`src/hdl/ldp_pkg.sv`:
```
// constants for the display access register port
package ldp_pkg;
  localparam int unsigned LDP_REG_W = 16;
  localparam int unsigned LDP_ADDR_W = 16;
  localparam logic [15:0] LDP_REG_OFFSET = 16'h0010;
  localparam int unsigned LDP_BIT_SEL1 = 0;
  localparam int unsigned LDP_BIT_SEL2 = 1;
  localparam int unsigned LDP_BIT_CMD_DATA = 6;
  localparam int unsigned LDP_BIT_RW = 7;
  localparam int unsigned LDP_DATA_LO = 8;
  localparam int unsigned LDP_DATA_W = 8;
  localparam logic [15:0] LDP_REG_RESET = 16'h0000;
  localparam logic [15:0] LDP_WR_MASK = 16'hffc3;
endpackage

```
`src/hdl/ldp_port.sv`:
```
// registered port between the processor bus and character display modules
//
// Operation
// a 16-bit latched register holds the display control lines and data byte.
// software runs each display access as three bus cycles for a write, four for a read.
// the first cycle writes command/data, direction and data with both selects at 0.
// the second cycle raises the wanted selects and rewrites the other fields unchanged.
// for a read, the third cycle reads the register to fetch the byte from the module.
// a write sequence ends with a third cycle writing both selects idle.
// a read sequence ends with a fourth cycle writing both selects idle.
// bit 0 drives the first display select, 1 meaning active.
// bit 1 drives the second display select, 1 meaning active.
// bit 6 drives command/data select, 0 command and 1 display data.
// bit 7 drives direction, 0 write to module and 1 read from module.
// bits 8 to 15 carry the data byte reversed, driven on write and sampled on read.
// the port answers only when its enable switch is on, at offset 0x0010 in its chip select.
// bits 2 to 5 ignore writes and read as zero.
// reset clears the register, deselecting modules and releasing the data lines.
`timescale 1ns/1ps
`default_nettype none

module ldp_port (
  input wire logic mclk_i,
  input wire logic arst_n_i,
  input wire logic port_chip_select_n_i,
  input wire logic port_enable_sw_i,
  input wire logic [ldp_pkg::LDP_ADDR_W-1:0] bus_addr_i,
  input wire logic bus_wr_i,
  input wire logic bus_rd_i,
  input wire logic [ldp_pkg::LDP_REG_W-1:0] bus_wdata_i,
  output logic [ldp_pkg::LDP_REG_W-1:0] bus_rdata_o,
  output logic bus_ack_o,
  output logic first_display_select_o,
  output logic second_display_select_o,
  output logic cmd_data_select_o,
  output logic read_not_write_o,
  input wire logic [ldp_pkg::LDP_DATA_W-1:0] disp_data_i,
  output logic [ldp_pkg::LDP_DATA_W-1:0] disp_data_o,
  output logic disp_data_oe_o
);
  import ldp_pkg::*;

  // ************************************************************
  // pin synchronisers
  // ************************************************************
  logic [LDP_DATA_W-1:0] din_s1_q, din_s2_q;
  logic sw_s1_q, sw_s2_q;

  always_ff @(posedge mclk_i or negedge arst_n_i) begin
    if (!arst_n_i) begin
      din_s1_q <= '0;
      din_s2_q <= '0;
      sw_s1_q <= 1'b0;
      sw_s2_q <= 1'b0;
    end else begin
      din_s1_q <= disp_data_i;
      din_s2_q <= din_s1_q;
      sw_s1_q <= port_enable_sw_i;
      sw_s2_q <= sw_s1_q;
    end
  end

  // ************************************************************
  // decode and register
  // ************************************************************
  logic hit;
  logic [LDP_REG_W-1:0] reg_q, reg_d;
  logic [LDP_REG_W-1:0] rdata_q, rdata_d;
  logic ack_q, ack_d;
  logic oe_q, oe_d;
  logic [LDP_DATA_W-1:0] rev_in;
  logic [LDP_DATA_W-1:0] dout;

  assign hit = !port_chip_select_n_i && sw_s2_q && (bus_addr_i == LDP_REG_OFFSET);

  // module bit 7 sits on register bit 8, both ways
  genvar gi;
  for (gi = 0; gi < LDP_DATA_W; gi++) begin : g_rev
    assign rev_in[gi] = din_s2_q[LDP_DATA_W-1-gi];
    assign dout[LDP_DATA_W-1-gi] = reg_q[LDP_DATA_LO+gi];
  end

  always_comb begin
    reg_d = reg_q;
    rdata_d = rdata_q;
    ack_d = 1'b0;
    oe_d = oe_q;
    if (hit && bus_wr_i) begin
      reg_d = bus_wdata_i & LDP_WR_MASK;
      oe_d = !bus_wdata_i[LDP_BIT_RW];
      ack_d = 1'b1;
    end else if (hit && bus_rd_i) begin
      rdata_d = reg_q;
      if (reg_q[LDP_BIT_RW]) begin
        rdata_d[LDP_DATA_LO +: LDP_DATA_W] = rev_in;
      end
      ack_d = 1'b1;
    end
  end

  always_ff @(posedge mclk_i or negedge arst_n_i) begin
    if (!arst_n_i) begin
      reg_q <= LDP_REG_RESET;
      rdata_q <= '0;
      ack_q <= 1'b0;
      oe_q <= 1'b0;
    end else begin
      reg_q <= reg_d;
      rdata_q <= rdata_d;
      ack_q <= ack_d;
      oe_q <= oe_d;
    end
  end

  // ************************************************************
  // outputs
  // ************************************************************
  assign bus_rdata_o = rdata_q;
  assign bus_ack_o = ack_q;
  assign first_display_select_o = reg_q[LDP_BIT_SEL1];
  assign second_display_select_o = reg_q[LDP_BIT_SEL2];
  assign cmd_data_select_o = reg_q[LDP_BIT_CMD_DATA];
  assign read_not_write_o = reg_q[LDP_BIT_RW];
  assign disp_data_o = dout;
  assign disp_data_oe_o = oe_q;
endmodule

`default_nettype wire

```
`config.mk`:
```
export PLATFORM = sky130hd
export DESIGN_NAME = ldp_port
export DESIGN_NICKNAME = d
export VERILOG_FILES = /design/src/hdl/ldp_pkg.sv /design/src/hdl/ldp_port.sv
export SDC_FILE = /design/constraint.sdc
export NUM_CORES = 1
export LEC_CHECK = 0
export BUFFER_PORTS_ARGS = -buffer_cell sky130_fd_sc_hd__buf_4
export CORE_MARGIN = 2
export CORE_UTILIZATION = 43
export CTS_BUF_LIST = sky130_fd_sc_hd__clkbuf_4
export DETAILED_ROUTE_END_ITERATION = 8
export GPL_ROUTABILITY_DRIVEN = 0
export PLACE_DENSITY_LB_ADDON = 0.08
export SYNTH_ARGS = -nofsm -noshare
export SYNTH_HDL_FRONTEND = slang
export SYNTH_SLANG_ARGS = --single-unit
```
`constraint.sdc`:
```
create_clock -name mclk_i -period 1.9 [get_ports mclk_i]
set_clock_uncertainty 0.2 [all_clocks]
set_input_delay 0 -clock mclk_i [delete_from_list [all_inputs] [get_ports mclk_i]]
set_output_delay 0 -clock mclk_i [all_outputs]
set_load 0.005 [all_outputs]
```
==> results of run 1 <==
stage by stage:
stage | worst slack, ps | instance area (um2) | power, mW | hold WS (ps)
detailed placement | 45.6 | 2220 | 1.07 | -185
CTS | 42.0 | 2560 | 1.68 | 70.2
global route | -62.4 | 2570 | 1.74 | 56.2
finish | 34.8 | 2570 | 1.65 | 96.2
global placement | 73.4 | 2220 | 1.07 | -182
floorplan | 82.6 | 1660 | 0.989 | -496
cells by family after synthesis:
| group | after synthesis | synth area share [%] |
|---|---|---|
| flops | 44 | 66.7 |
| compound gates | 1 | 0.455 |
| mux | 33 | 24.5 |
| simple gates | 9 | 4.09 |
| buf+inv | 11 | 4.02 |
| other cells | 1 | 0.227 |
synth_stat cells:
master / number
sky130_fd_sc_hd__a211oi_1: 1
sky130_fd_sc_hd__buf_2: 2
sky130_fd_sc_hd__buf_4: 4
sky130_fd_sc_hd__buf_6: 1
sky130_fd_sc_hd__clkbuf_1: 1
sky130_fd_sc_hd__conb_1: 1
sky130_fd_sc_hd__dfrtp_1: 44
sky130_fd_sc_hd__inv_1: 3
sky130_fd_sc_hd__mux2_2: 23
sky130_fd_sc_hd__mux2_4: 9
sky130_fd_sc_hd__mux2i_1: 1
sky130_fd_sc_hd__nand2_1: 1
sky130_fd_sc_hd__nand3_1: 1
sky130_fd_sc_hd__nor2_1: 1
sky130_fd_sc_hd__nor4_1: 2
sky130_fd_sc_hd__nor4_2: 1
sky130_fd_sc_hd__nor4b_1: 1
sky130_fd_sc_hd__nor4b_2: 1
sky130_fd_sc_hd__or3_1: 1
registers in the layout, indices dropped and copies added, names as in the netlist:
signal,count
bus_rdata_o,12
din_s1_q,8
sw_s2_q,1
sw_s1_q,1
bus_ack_o,1
reg_q,12
disp_data_oe_o,1
din_s2_q,8
power groups by stage:
stage	sequential, mW	combinational (mW)	clock, mW
after floorplan	0.977	0.0129	0
after global placement	0.977	0.0895	0
after detailed placement	0.978	0.0932	0
after CTS	0.960	0.134	0.584
after global routing	0.962	0.149	0.634
final	0.960	0.135	0.557
final timing paths:
path | from | end | slack, ps | depth (start not counted)
min reg2reg | din_s1_q[0]$_DFF_PN0_ | din_s2_q[0]$_DFF_PN0_ | 160 | 0
max reg2reg | sw_s2_q$_DFF_PN0_ | bus_rdata_o[6]$_DFFE_PN0P_ | 120 | 6
min in group asynchronous | arst_n_i | bus_rdata_o[9]$_DFFE_PN0P_ | 510 | 3
min | disp_data_i[3] | din_s1_q[3]$_DFF_PN0_ | 100 | 2
max in group asynchronous | arst_n_i | reg_q[15]$_DFFE_PN0P_ | 630 | 3
max | bus_addr_i[14] | bus_rdata_o[6]$_DFFE_PN0P_ | 30 | 8
worst register-to-register path, cell delays in order (launching register included):
cell and delay (ps):
sky130_fd_sc_hd__dfrtp_1 340, sky130_fd_sc_hd__nor4b_2 170, sky130_fd_sc_hd__nand2_1 100, sky130_fd_sc_hd__buf_4 160, sky130_fd_sc_hd__nor4_4 140, sky130_fd_sc_hd__buf_4 220
sky130_fd_sc_hd__mux2_2 340
final cells by class:
type,instances,area [um2],share of cell area [%]
flip-flops and latches,44,1100,42.9
repair buffers,98,805,31.4
multi-input cells,47,509,19.8
well taps,48,60.1,2.34
clock inverters,3,42.5,1.66
clock buffers,5,37.5,1.46
inverters,3,11.3,0.439
per-layer routing:
metal  track usage, %  share of wire [%]
met5                0                  0
met1             20.6                 39
met3             5.96                5.8
met2             30.1                 55
met4             5.36               0.52
what timing repair did:
item,CTS,global route
endpoints found under the hold margin,79,0
hold buffers,26,0
gates resized for setup,0,2
endpoints found under the setup margin,0,25
==> metrics, run 1 <==
distinct cell type count after synthesis 19; final count of negative-setup-slack endpoints 0; count of state elements after synthesis 44; via count around 1100; Vias per Instance ~4.5; result of the run finished clean; buffers and inverters on the worst path 4; yosys warns 0; worst hold path class in -> reg; final number of hold-violating endpoints 0; antenna fix cells 0; router iterations before antenna repair 4; cell at the root of the clock tree sky130_fd_sc_hd__clkbuf_4; fin crit period 1870 ps; share of total power consumed by net switching roughly a fifth; Slowest Stage Delay on Critical Path 560 ps; IO Count 76; share of total power in combinational logic 8.2%; number of maximum-capacitance constraint violations 0; CP Data Arrival Time ~1900 ps; Highest Clock Rate 0.536 GHz; maximum number of pins on one net before global-route repair 45; remaining antenna violation count after routing 0; initial cell density of the core approximately 45%; setup repair bufs after CTS 0; H-tree depth 2; Inserted Clock Buffers 5; transition time at the pin with the least slew margin 523 ps; cell accounting for the most synthesized area sky130_fd_sc_hd__dfrtp_1; Cell Area, Synth 1650 um2; Final HPWL DP 2350 um; largest fanout of any net on the critical path 7; reported leakage power 1.35 nW; instance count of the mapped netlist 99; period utilisation layout roughly 98%; required time at the worst-slack endpoint approximately 1900 ps; Util after Layout 69.6%; antenna violations before repair 0; clock latency reported for the late side of the worst-skew pair roughly 340 ps; port buffer count 67; part of the Yosys area used for sequential elements 66.7%; most repeated library cell on the critical path sky130_fd_sc_hd__buf_4; total internal power 1.32 mW; type of the setup path with the least slack in -> reg; sort of element at the start of the critical path input port; Core Footprint 3690 um2; vias in the first global route 1157; Fill cells 283; wire length of the first global-routing pass 5490 um; clock tree buffer depth 2; biggest area contributors in the synthesized netlist sky130_fd_sc_hd__dfrtp_1, sky130_fd_sc_hd__mux2_2, sky130_fd_sc_hd__mux2_4, sky130_fd_sc_hd__buf_4, sky130_fd_sc_hd__nor4b_2; commonest non-fill, non-tap cell in the layout sky130_fd_sc_hd__buf_4; cell count after placement 214; fraction of power consumed by the clock network about 34%; Max VDD drop 0.486 mV; total DRC errors in the routed layout 0; nature of the critical path endpoint flip-flop; accumulated negative setup slack 0 ps; number of core rows 22; share of layout cells above drive strength 1 57.5%; Die Height 66.0 um; die footprint roughly 4300 um2; Slowest cell on crit path sky130_fd_sc_hd__dlygate4sd3_1; category of cells accounting for the largest share of critical-path delay buffers and inverters; overall fraction of global-route tracks in use 17.5%; number of design-rule violations left by the first detailed-router iteration between 50 and 60; Area growth, synth to finish 55.5%; power spent charging and discharging nets 0.332 mW; routed wire length 3450 um; Pwr Density 644 nW/um2; series of cell instances along the critical path dlygate4sd3_1 -> buf_4 -> nor4_1 -> nand2_1 -> buf_4 -> nor4_4 -> buf_4 -> mux2_2; commonest cells after routing, fill and taps aside sky130_fd_sc_hd__buf_4, sky130_fd_sc_hd__dfrtp_1, sky130_fd_sc_hd__dlygate4sd3_1; total grt overflow 0; proportion of power drawn by flip-flops and latches 58.1%; RSZ-0062 raised after global routing yes; CTS tree built; chip width ~66 um; final net count 245; Max Slew Vio Count 0; Clock Sink Count 44; final routed wire length divided by cell count 13.9 um; Worst-path clk slew 120 ps; top-area cell type share of the netlist area 66.7%; average footprint of a synthesized cell 16.7 um2; filler-free cell count of the finished design 248; relative slew slack about 65%
Power figures use the tool's default switching activity.
==> run 2: changes to the inputs <==
- CELL_PAD_IN_SITES_DETAIL_PLACEMENT: unset -> 1
- CELL_PAD_IN_SITES_GLOBAL_PLACEMENT: unset -> 1
- CORE_UTILIZATION: 43 -> 34
==> run 2 against run 1 <==
Power fell by 7.6%. Largest cell class unchanged. Register-to-register slack got worse by 30 ps. Critical endpoint is now bus_ack_o$_DFF_PN0_. Critical path depth fell by 3. Design area fell by 0.97%.
==> metrics, run 2 (synthesis results as in run 1) <==
remaining antenna violation count after routing 0; origin of the worst setup path sw_s2_q$_DFF_PN0_; port buffer count 67; Area growth, synth to finish 54.0%; chip width 73.7 um; Crit Reg-Reg Endpoint bus_ack_o$_DFF_PN0_; overall fraction of global-route tracks in use 16.0%; router iterations before antenna repair 4; Core Footprint 4690 um2; Pwr Density 601 nW/um2; Fill cells 480; launch point of the worst hold path disp_data_i[3]; final count of negative-setup-slack endpoints 0; Inserted Clock Buffers 5; transition time at the pin with the least slew margin 554 ps; Max VDD drop 0.405 mV; clock tree buffer depth 2; Highest Clock Rate 0.552 GHz; total grt overflow 0; reported leakage power 1.34 nW; initial cell density of the core about a third; vias in the first global route ~1300; accumulated negative setup slack 0 ps; final routed wire length divided by cell count about 16 um; IO Count 76; final net count 245; Clock Sink Count 44; result of the run finished clean; routed wire length 3960 um; commonest non-fill, non-tap cell in the layout sky130_fd_sc_hd__buf_4; relative slew slack 63.1%; worst reg-to-reg setup slack 90 ps; number of design-rule violations left by the first detailed-router iteration 58; nature of the critical path endpoint flip-flop; Vias per Instance between 4 and 5; fin crit period 1810 ps; H-tree depth 2; worst hold endpoint din_s1_q[3]$_DFF_PN0_; required time at the worst-slack endpoint approximately 2000 ps; commonest cells after routing, fill and taps aside sky130_fd_sc_hd__buf_4, sky130_fd_sc_hd__dfrtp_1, sky130_fd_sc_hd__dlygate4sd3_1; Final HPWL DP 2730 um; standard cell area after detailed placement 2220 um2; Worst-path clk slew 140 ps; number of maximum-capacitance constraint violations 0; CP Data Arrival Time between 1500 and 2000 ps; final-layout worst hold slack between 70 and 80 ps; Max Slew Vio Count 0; maximum number of pins on one net before global-route repair 45; wire length of the first global-routing pass 6350 um; cell at the root of the clock tree sky130_fd_sc_hd__clkbuf_4; clock latency reported for the late side of the worst-skew pair 360 ps; period utilisation layout 95.3%; total DRC errors in the routed layout 0; Hold Path Depth 2; die footprint 5430 um2; via count 1155; number of core rows 25; sort of element at the start of the critical path flip-flop; antenna violations before repair 0; antenna fix cells 0; final number of hold-violating endpoints 0; final design area excluding fillers ~2500 um2; RSZ-0062 raised after global routing no; type of the setup path with the least slack reg -> reg; Die Height 73.7 um; largest fanout of any net on the critical path 2; logic depth of the worst register-to-register path 5; source of the worst register-to-register timing path sw_s2_q$_DFF_PN0_; worst hold path class in -> reg; share of layout cells above drive strength 1 57.0%; CTS tree built
## run 2: layer usage
layer / global-route usage [%] / vias to the layer above / wire length (um)
met5: 0 / - / 0
met4: 4.85 / 0 / 53
met3: 4.80 / 6 / 202
met2: 29.0 / 40 / 2260
met1: 18.0 / 574 / 1440
li1: - / 535 / -
## run 2: final cells by class
| type | instances | area [um2] | share of cell area, % |
|---|---|---|---|
| sequential | 44 | 1100 | 43.3 |
| inverter | 3 | 11.3 | 0.443 |
| clock inverter | 3 | 13.8 | 0.542 |
| clock buffer | 5 | 37.5 | 1.48 |
| multi-input combinational | 47 | 509 | 20.0 |
| tap | 54 | 67.6 | 2.66 |
| timing repair buffer | 98 | 801 | 31.5 |
## run 2: how the worst max path moves through the flow
stage                                  endpoint
finish                      bus_ack_o$_DFF_PN0_
global route                bus_ack_o$_DFF_PN0_
CTS                       reg_q[11]$_DFFE_PN0P_
detailed placement  bus_rdata_o[12]$_DFFE_PN0P_
global placement    bus_rdata_o[14]$_DFFE_PN0P_
floorplan                 reg_q[10]$_DFFE_PN0P_
## run 2: timing repair
action                                  CTS  global route
hold endpoints to repair                 79             0
setup buffers                             0             0
hold buffers                             26             0
gates resized for setup                   1             0
endpoints found under the setup margin    1             0
## run 2: worst max-delay path: stages, from the launching register on
cell and delay [ps]:
sky130_fd_sc_hd__dfrtp_1 340, sky130_fd_sc_hd__nor4b_2 170, sky130_fd_sc_hd__nand2_1 100, sky130_fd_sc_hd__buf_4 160
sky130_fd_sc_hd__a211oi_1 200, sky130_fd_sc_hd__dlygate4sd3_1 590
## run 2: metrics by stage
step                      setup slack (ps)  total power [mW]  util (%)  std cells
after floorplan                       82.6             0.989         -        102
after global placement                47.5              1.07      47.4        220
after detailed placement              18.1              1.07      47.4        220
after CTS                             72.7              1.55      54.2        254
after global routing                  22.3              1.60      54.2        254
final                                 89.4              1.53      54.2        254
## run 2: where the power goes
part	switching, mW	internal [mW]	total, mW
clock network	0.294	0.136	0.430
registers	0.00477	0.955	0.960
logic	0.0458	0.0899	0.136
total	0.345	1.18	1.53
==> run 3: changes to the inputs <==
- CORE_UTILIZATION: 34 -> 33
==> run 3 against run 2 <==
Highest routed layer unchanged. Setup slack got worse by 19 ps. Wire length decreased by 3.0%. Critical endpoint is now reg_q[9]$_DFFE_PN0P_. Critical path type is now in -> reg. Clock power decreased by 1%. Die area increased by 2.9%. Flip-flop and latch count unchanged. Critical path depth increased by 2.
==> metrics, run 3 (synthesis results as in run 1) <==
result of the run finished clean; router iterations before antenna repair 3; final net count 245; required time at the worst-slack endpoint 1930 ps; maximum number of pins on one net before global-route repair 45; launch point of the worst hold path bus_rd_i; share of layout cells above drive strength 1 57.3%; vias in the first global route 1237; commonest cells after routing, fill and taps aside sky130_fd_sc_hd__buf_4, sky130_fd_sc_hd__dfrtp_1, sky130_fd_sc_hd__dlygate4sd3_1; Core Footprint 4790 um2; Inserted Clock Buffers 5; RSZ-0062 raised after global routing yes; relative slew slack 63.7%; die footprint 5580 um2; total DRC errors in the routed layout 0; type of the setup path with the least slack in -> reg; via count about 1200; origin of the worst setup path bus_addr_i[14]; remaining antenna violation count after routing 0; Area growth, synth to finish 57.3%; largest fanout of any net on the critical path 13; commonest non-fill, non-tap cell in the layout sky130_fd_sc_hd__buf_4; initial cell density of the core 34.5%; Fill cells 500; cell at the root of the clock tree sky130_fd_sc_hd__clkbuf_4; reported leakage power 1.36 nW; H-tree depth 2; port buffer count 67; Max VDD drop between 0.3 and 0.4 mV; setup repair bufs after CTS 0; FF+latch area 1100 um2; antenna fix cells 0; Pwr Density 585 nW/um2; number of design-rule violations left by the first detailed-router iteration 39; wire length of the first global-routing pass 5950 um; IO Count 76; Highest Clock Rate between 0.5 and 0.6 GHz; Worst-path clk slew 110 ps; source of the worst register-to-register timing path sw_s2_q$_DFF_PN0_; accumulated negative setup slack 0 ps; nature of the critical path endpoint flip-flop; overall fraction of global-route tracks in use 14.3%; Vias per Instance 4.35; final count of negative-setup-slack endpoints 0; number of maximum-capacitance constraint violations 0; final routed wire length divided by cell count 14.4 um; Clock Sink Count 44; Die Height 74.7 um; total grt overflow 0; Max Slew Vio Count 0; CTS tree built; antenna violations before repair 0; chip width 74.7 um; routed wire length approximately 3800 um; CP Data Arrival Time 1860 ps; number of core rows 25; transition time at the pin with the least slew margin about 540 ps; sort of element at the start of the critical path input port; clock tree buffer depth 2; Final HPWL DP 2760 um; period utilisation layout just under 100%; final design area excluding fillers roughly 2600 um2; standard cell area after detailed placement 2250 um2; worst hold path class in -> reg; footprint of the multi-input gates between 500 and 600 um2; fin crit period 1830 ps; final number of hold-violating endpoints 0; clock latency reported for the late side of the worst-skew pair between 300 and 400 ps
==> run 3: changes by cell type in the layout (fill, tap and decap cells not counted), sizes merged <==
cell    delta
clkinv     -2
clkbuf     +1
==> run 3: timing repair <==
| item | CTS | global route |
|---|---|---|
| endpoints found under the hold margin | 77 | 0 |
| endpoints found under the setup margin | 0 | 20 |
| hold buffers | 26 | 0 |
| gates resized for setup | 0 | 7 |
==> run 3: metal layers <==
layer / global-route usage, % / share of wire (%)
met1: 16.1 / 37
met2: 26.5 / 57
met3: 4.28 / 4.4
met4: 3.57 / 0.91
met5: 0 / 0
==> run 3: worst max-delay path, stage by stage <==
cell                            delay, ps
sky130_fd_sc_hd__dlygate4sd3_1        540
sky130_fd_sc_hd__buf_4                130
sky130_fd_sc_hd__nor4_1               190
sky130_fd_sc_hd__nand2_1              140
sky130_fd_sc_hd__or3_1                380
sky130_fd_sc_hd__buf_12               180
sky130_fd_sc_hd__mux2_4               300
==> run 3: cell type report <==
type | count | share of cell area [%]
clock buffer | 6 | 1.73
clock inverter | 1 | 0.193
inverter | 3 | 0.434
multi-input combinational | 47 | 20.2
sequential | 44 | 42.4
tap | 67 | 3.23
timing repair buffer | 98 | 31.8
==> run 3: worst paths after layout <==
kind,endpoint,slack [ps],cells after the start
hold / removal,bus_rdata_o[6]$_DFFE_PN0P_,70,5
hold reg to reg,din_s2_q[3]$_DFF_PN0_,150,0
setup / recovery,reg_q[9]$_DFFE_PN0P_,70,7
setup reg to reg,reg_q[9]$_DFFE_PN0P_,90,5
min in group asynchronous,din_s2_q[3]$_DFF_PN0_,520,3
max in group asynchronous,bus_ack_o$_DFF_PN0_,600,3
==> run 3: report_power, final <==
part	switching [mW]	internal, mW
Combinational	0.0447	0.0908
Sequential	0.00467	0.955
Clock	0.273	0.151
Total	0.323	1.20
==> run 3: metrics by stage <==
stage	setup slack, ps	std cells	hold WS [ps]	total power [mW]	util, %
5_1_grt	-18.7	266	71.6	1.59	54.2
2_1_floorplan	82.6	102	-496	0.989	-
6_report	70.8	266	71.2	1.52	54.2
3_5_place_dp	41.5	233	-176	1.07	47.1
4_1_cts	29.0	266	65.4	1.54	53.5
3_3_place_gp	106	233	-180	1.07	47.1
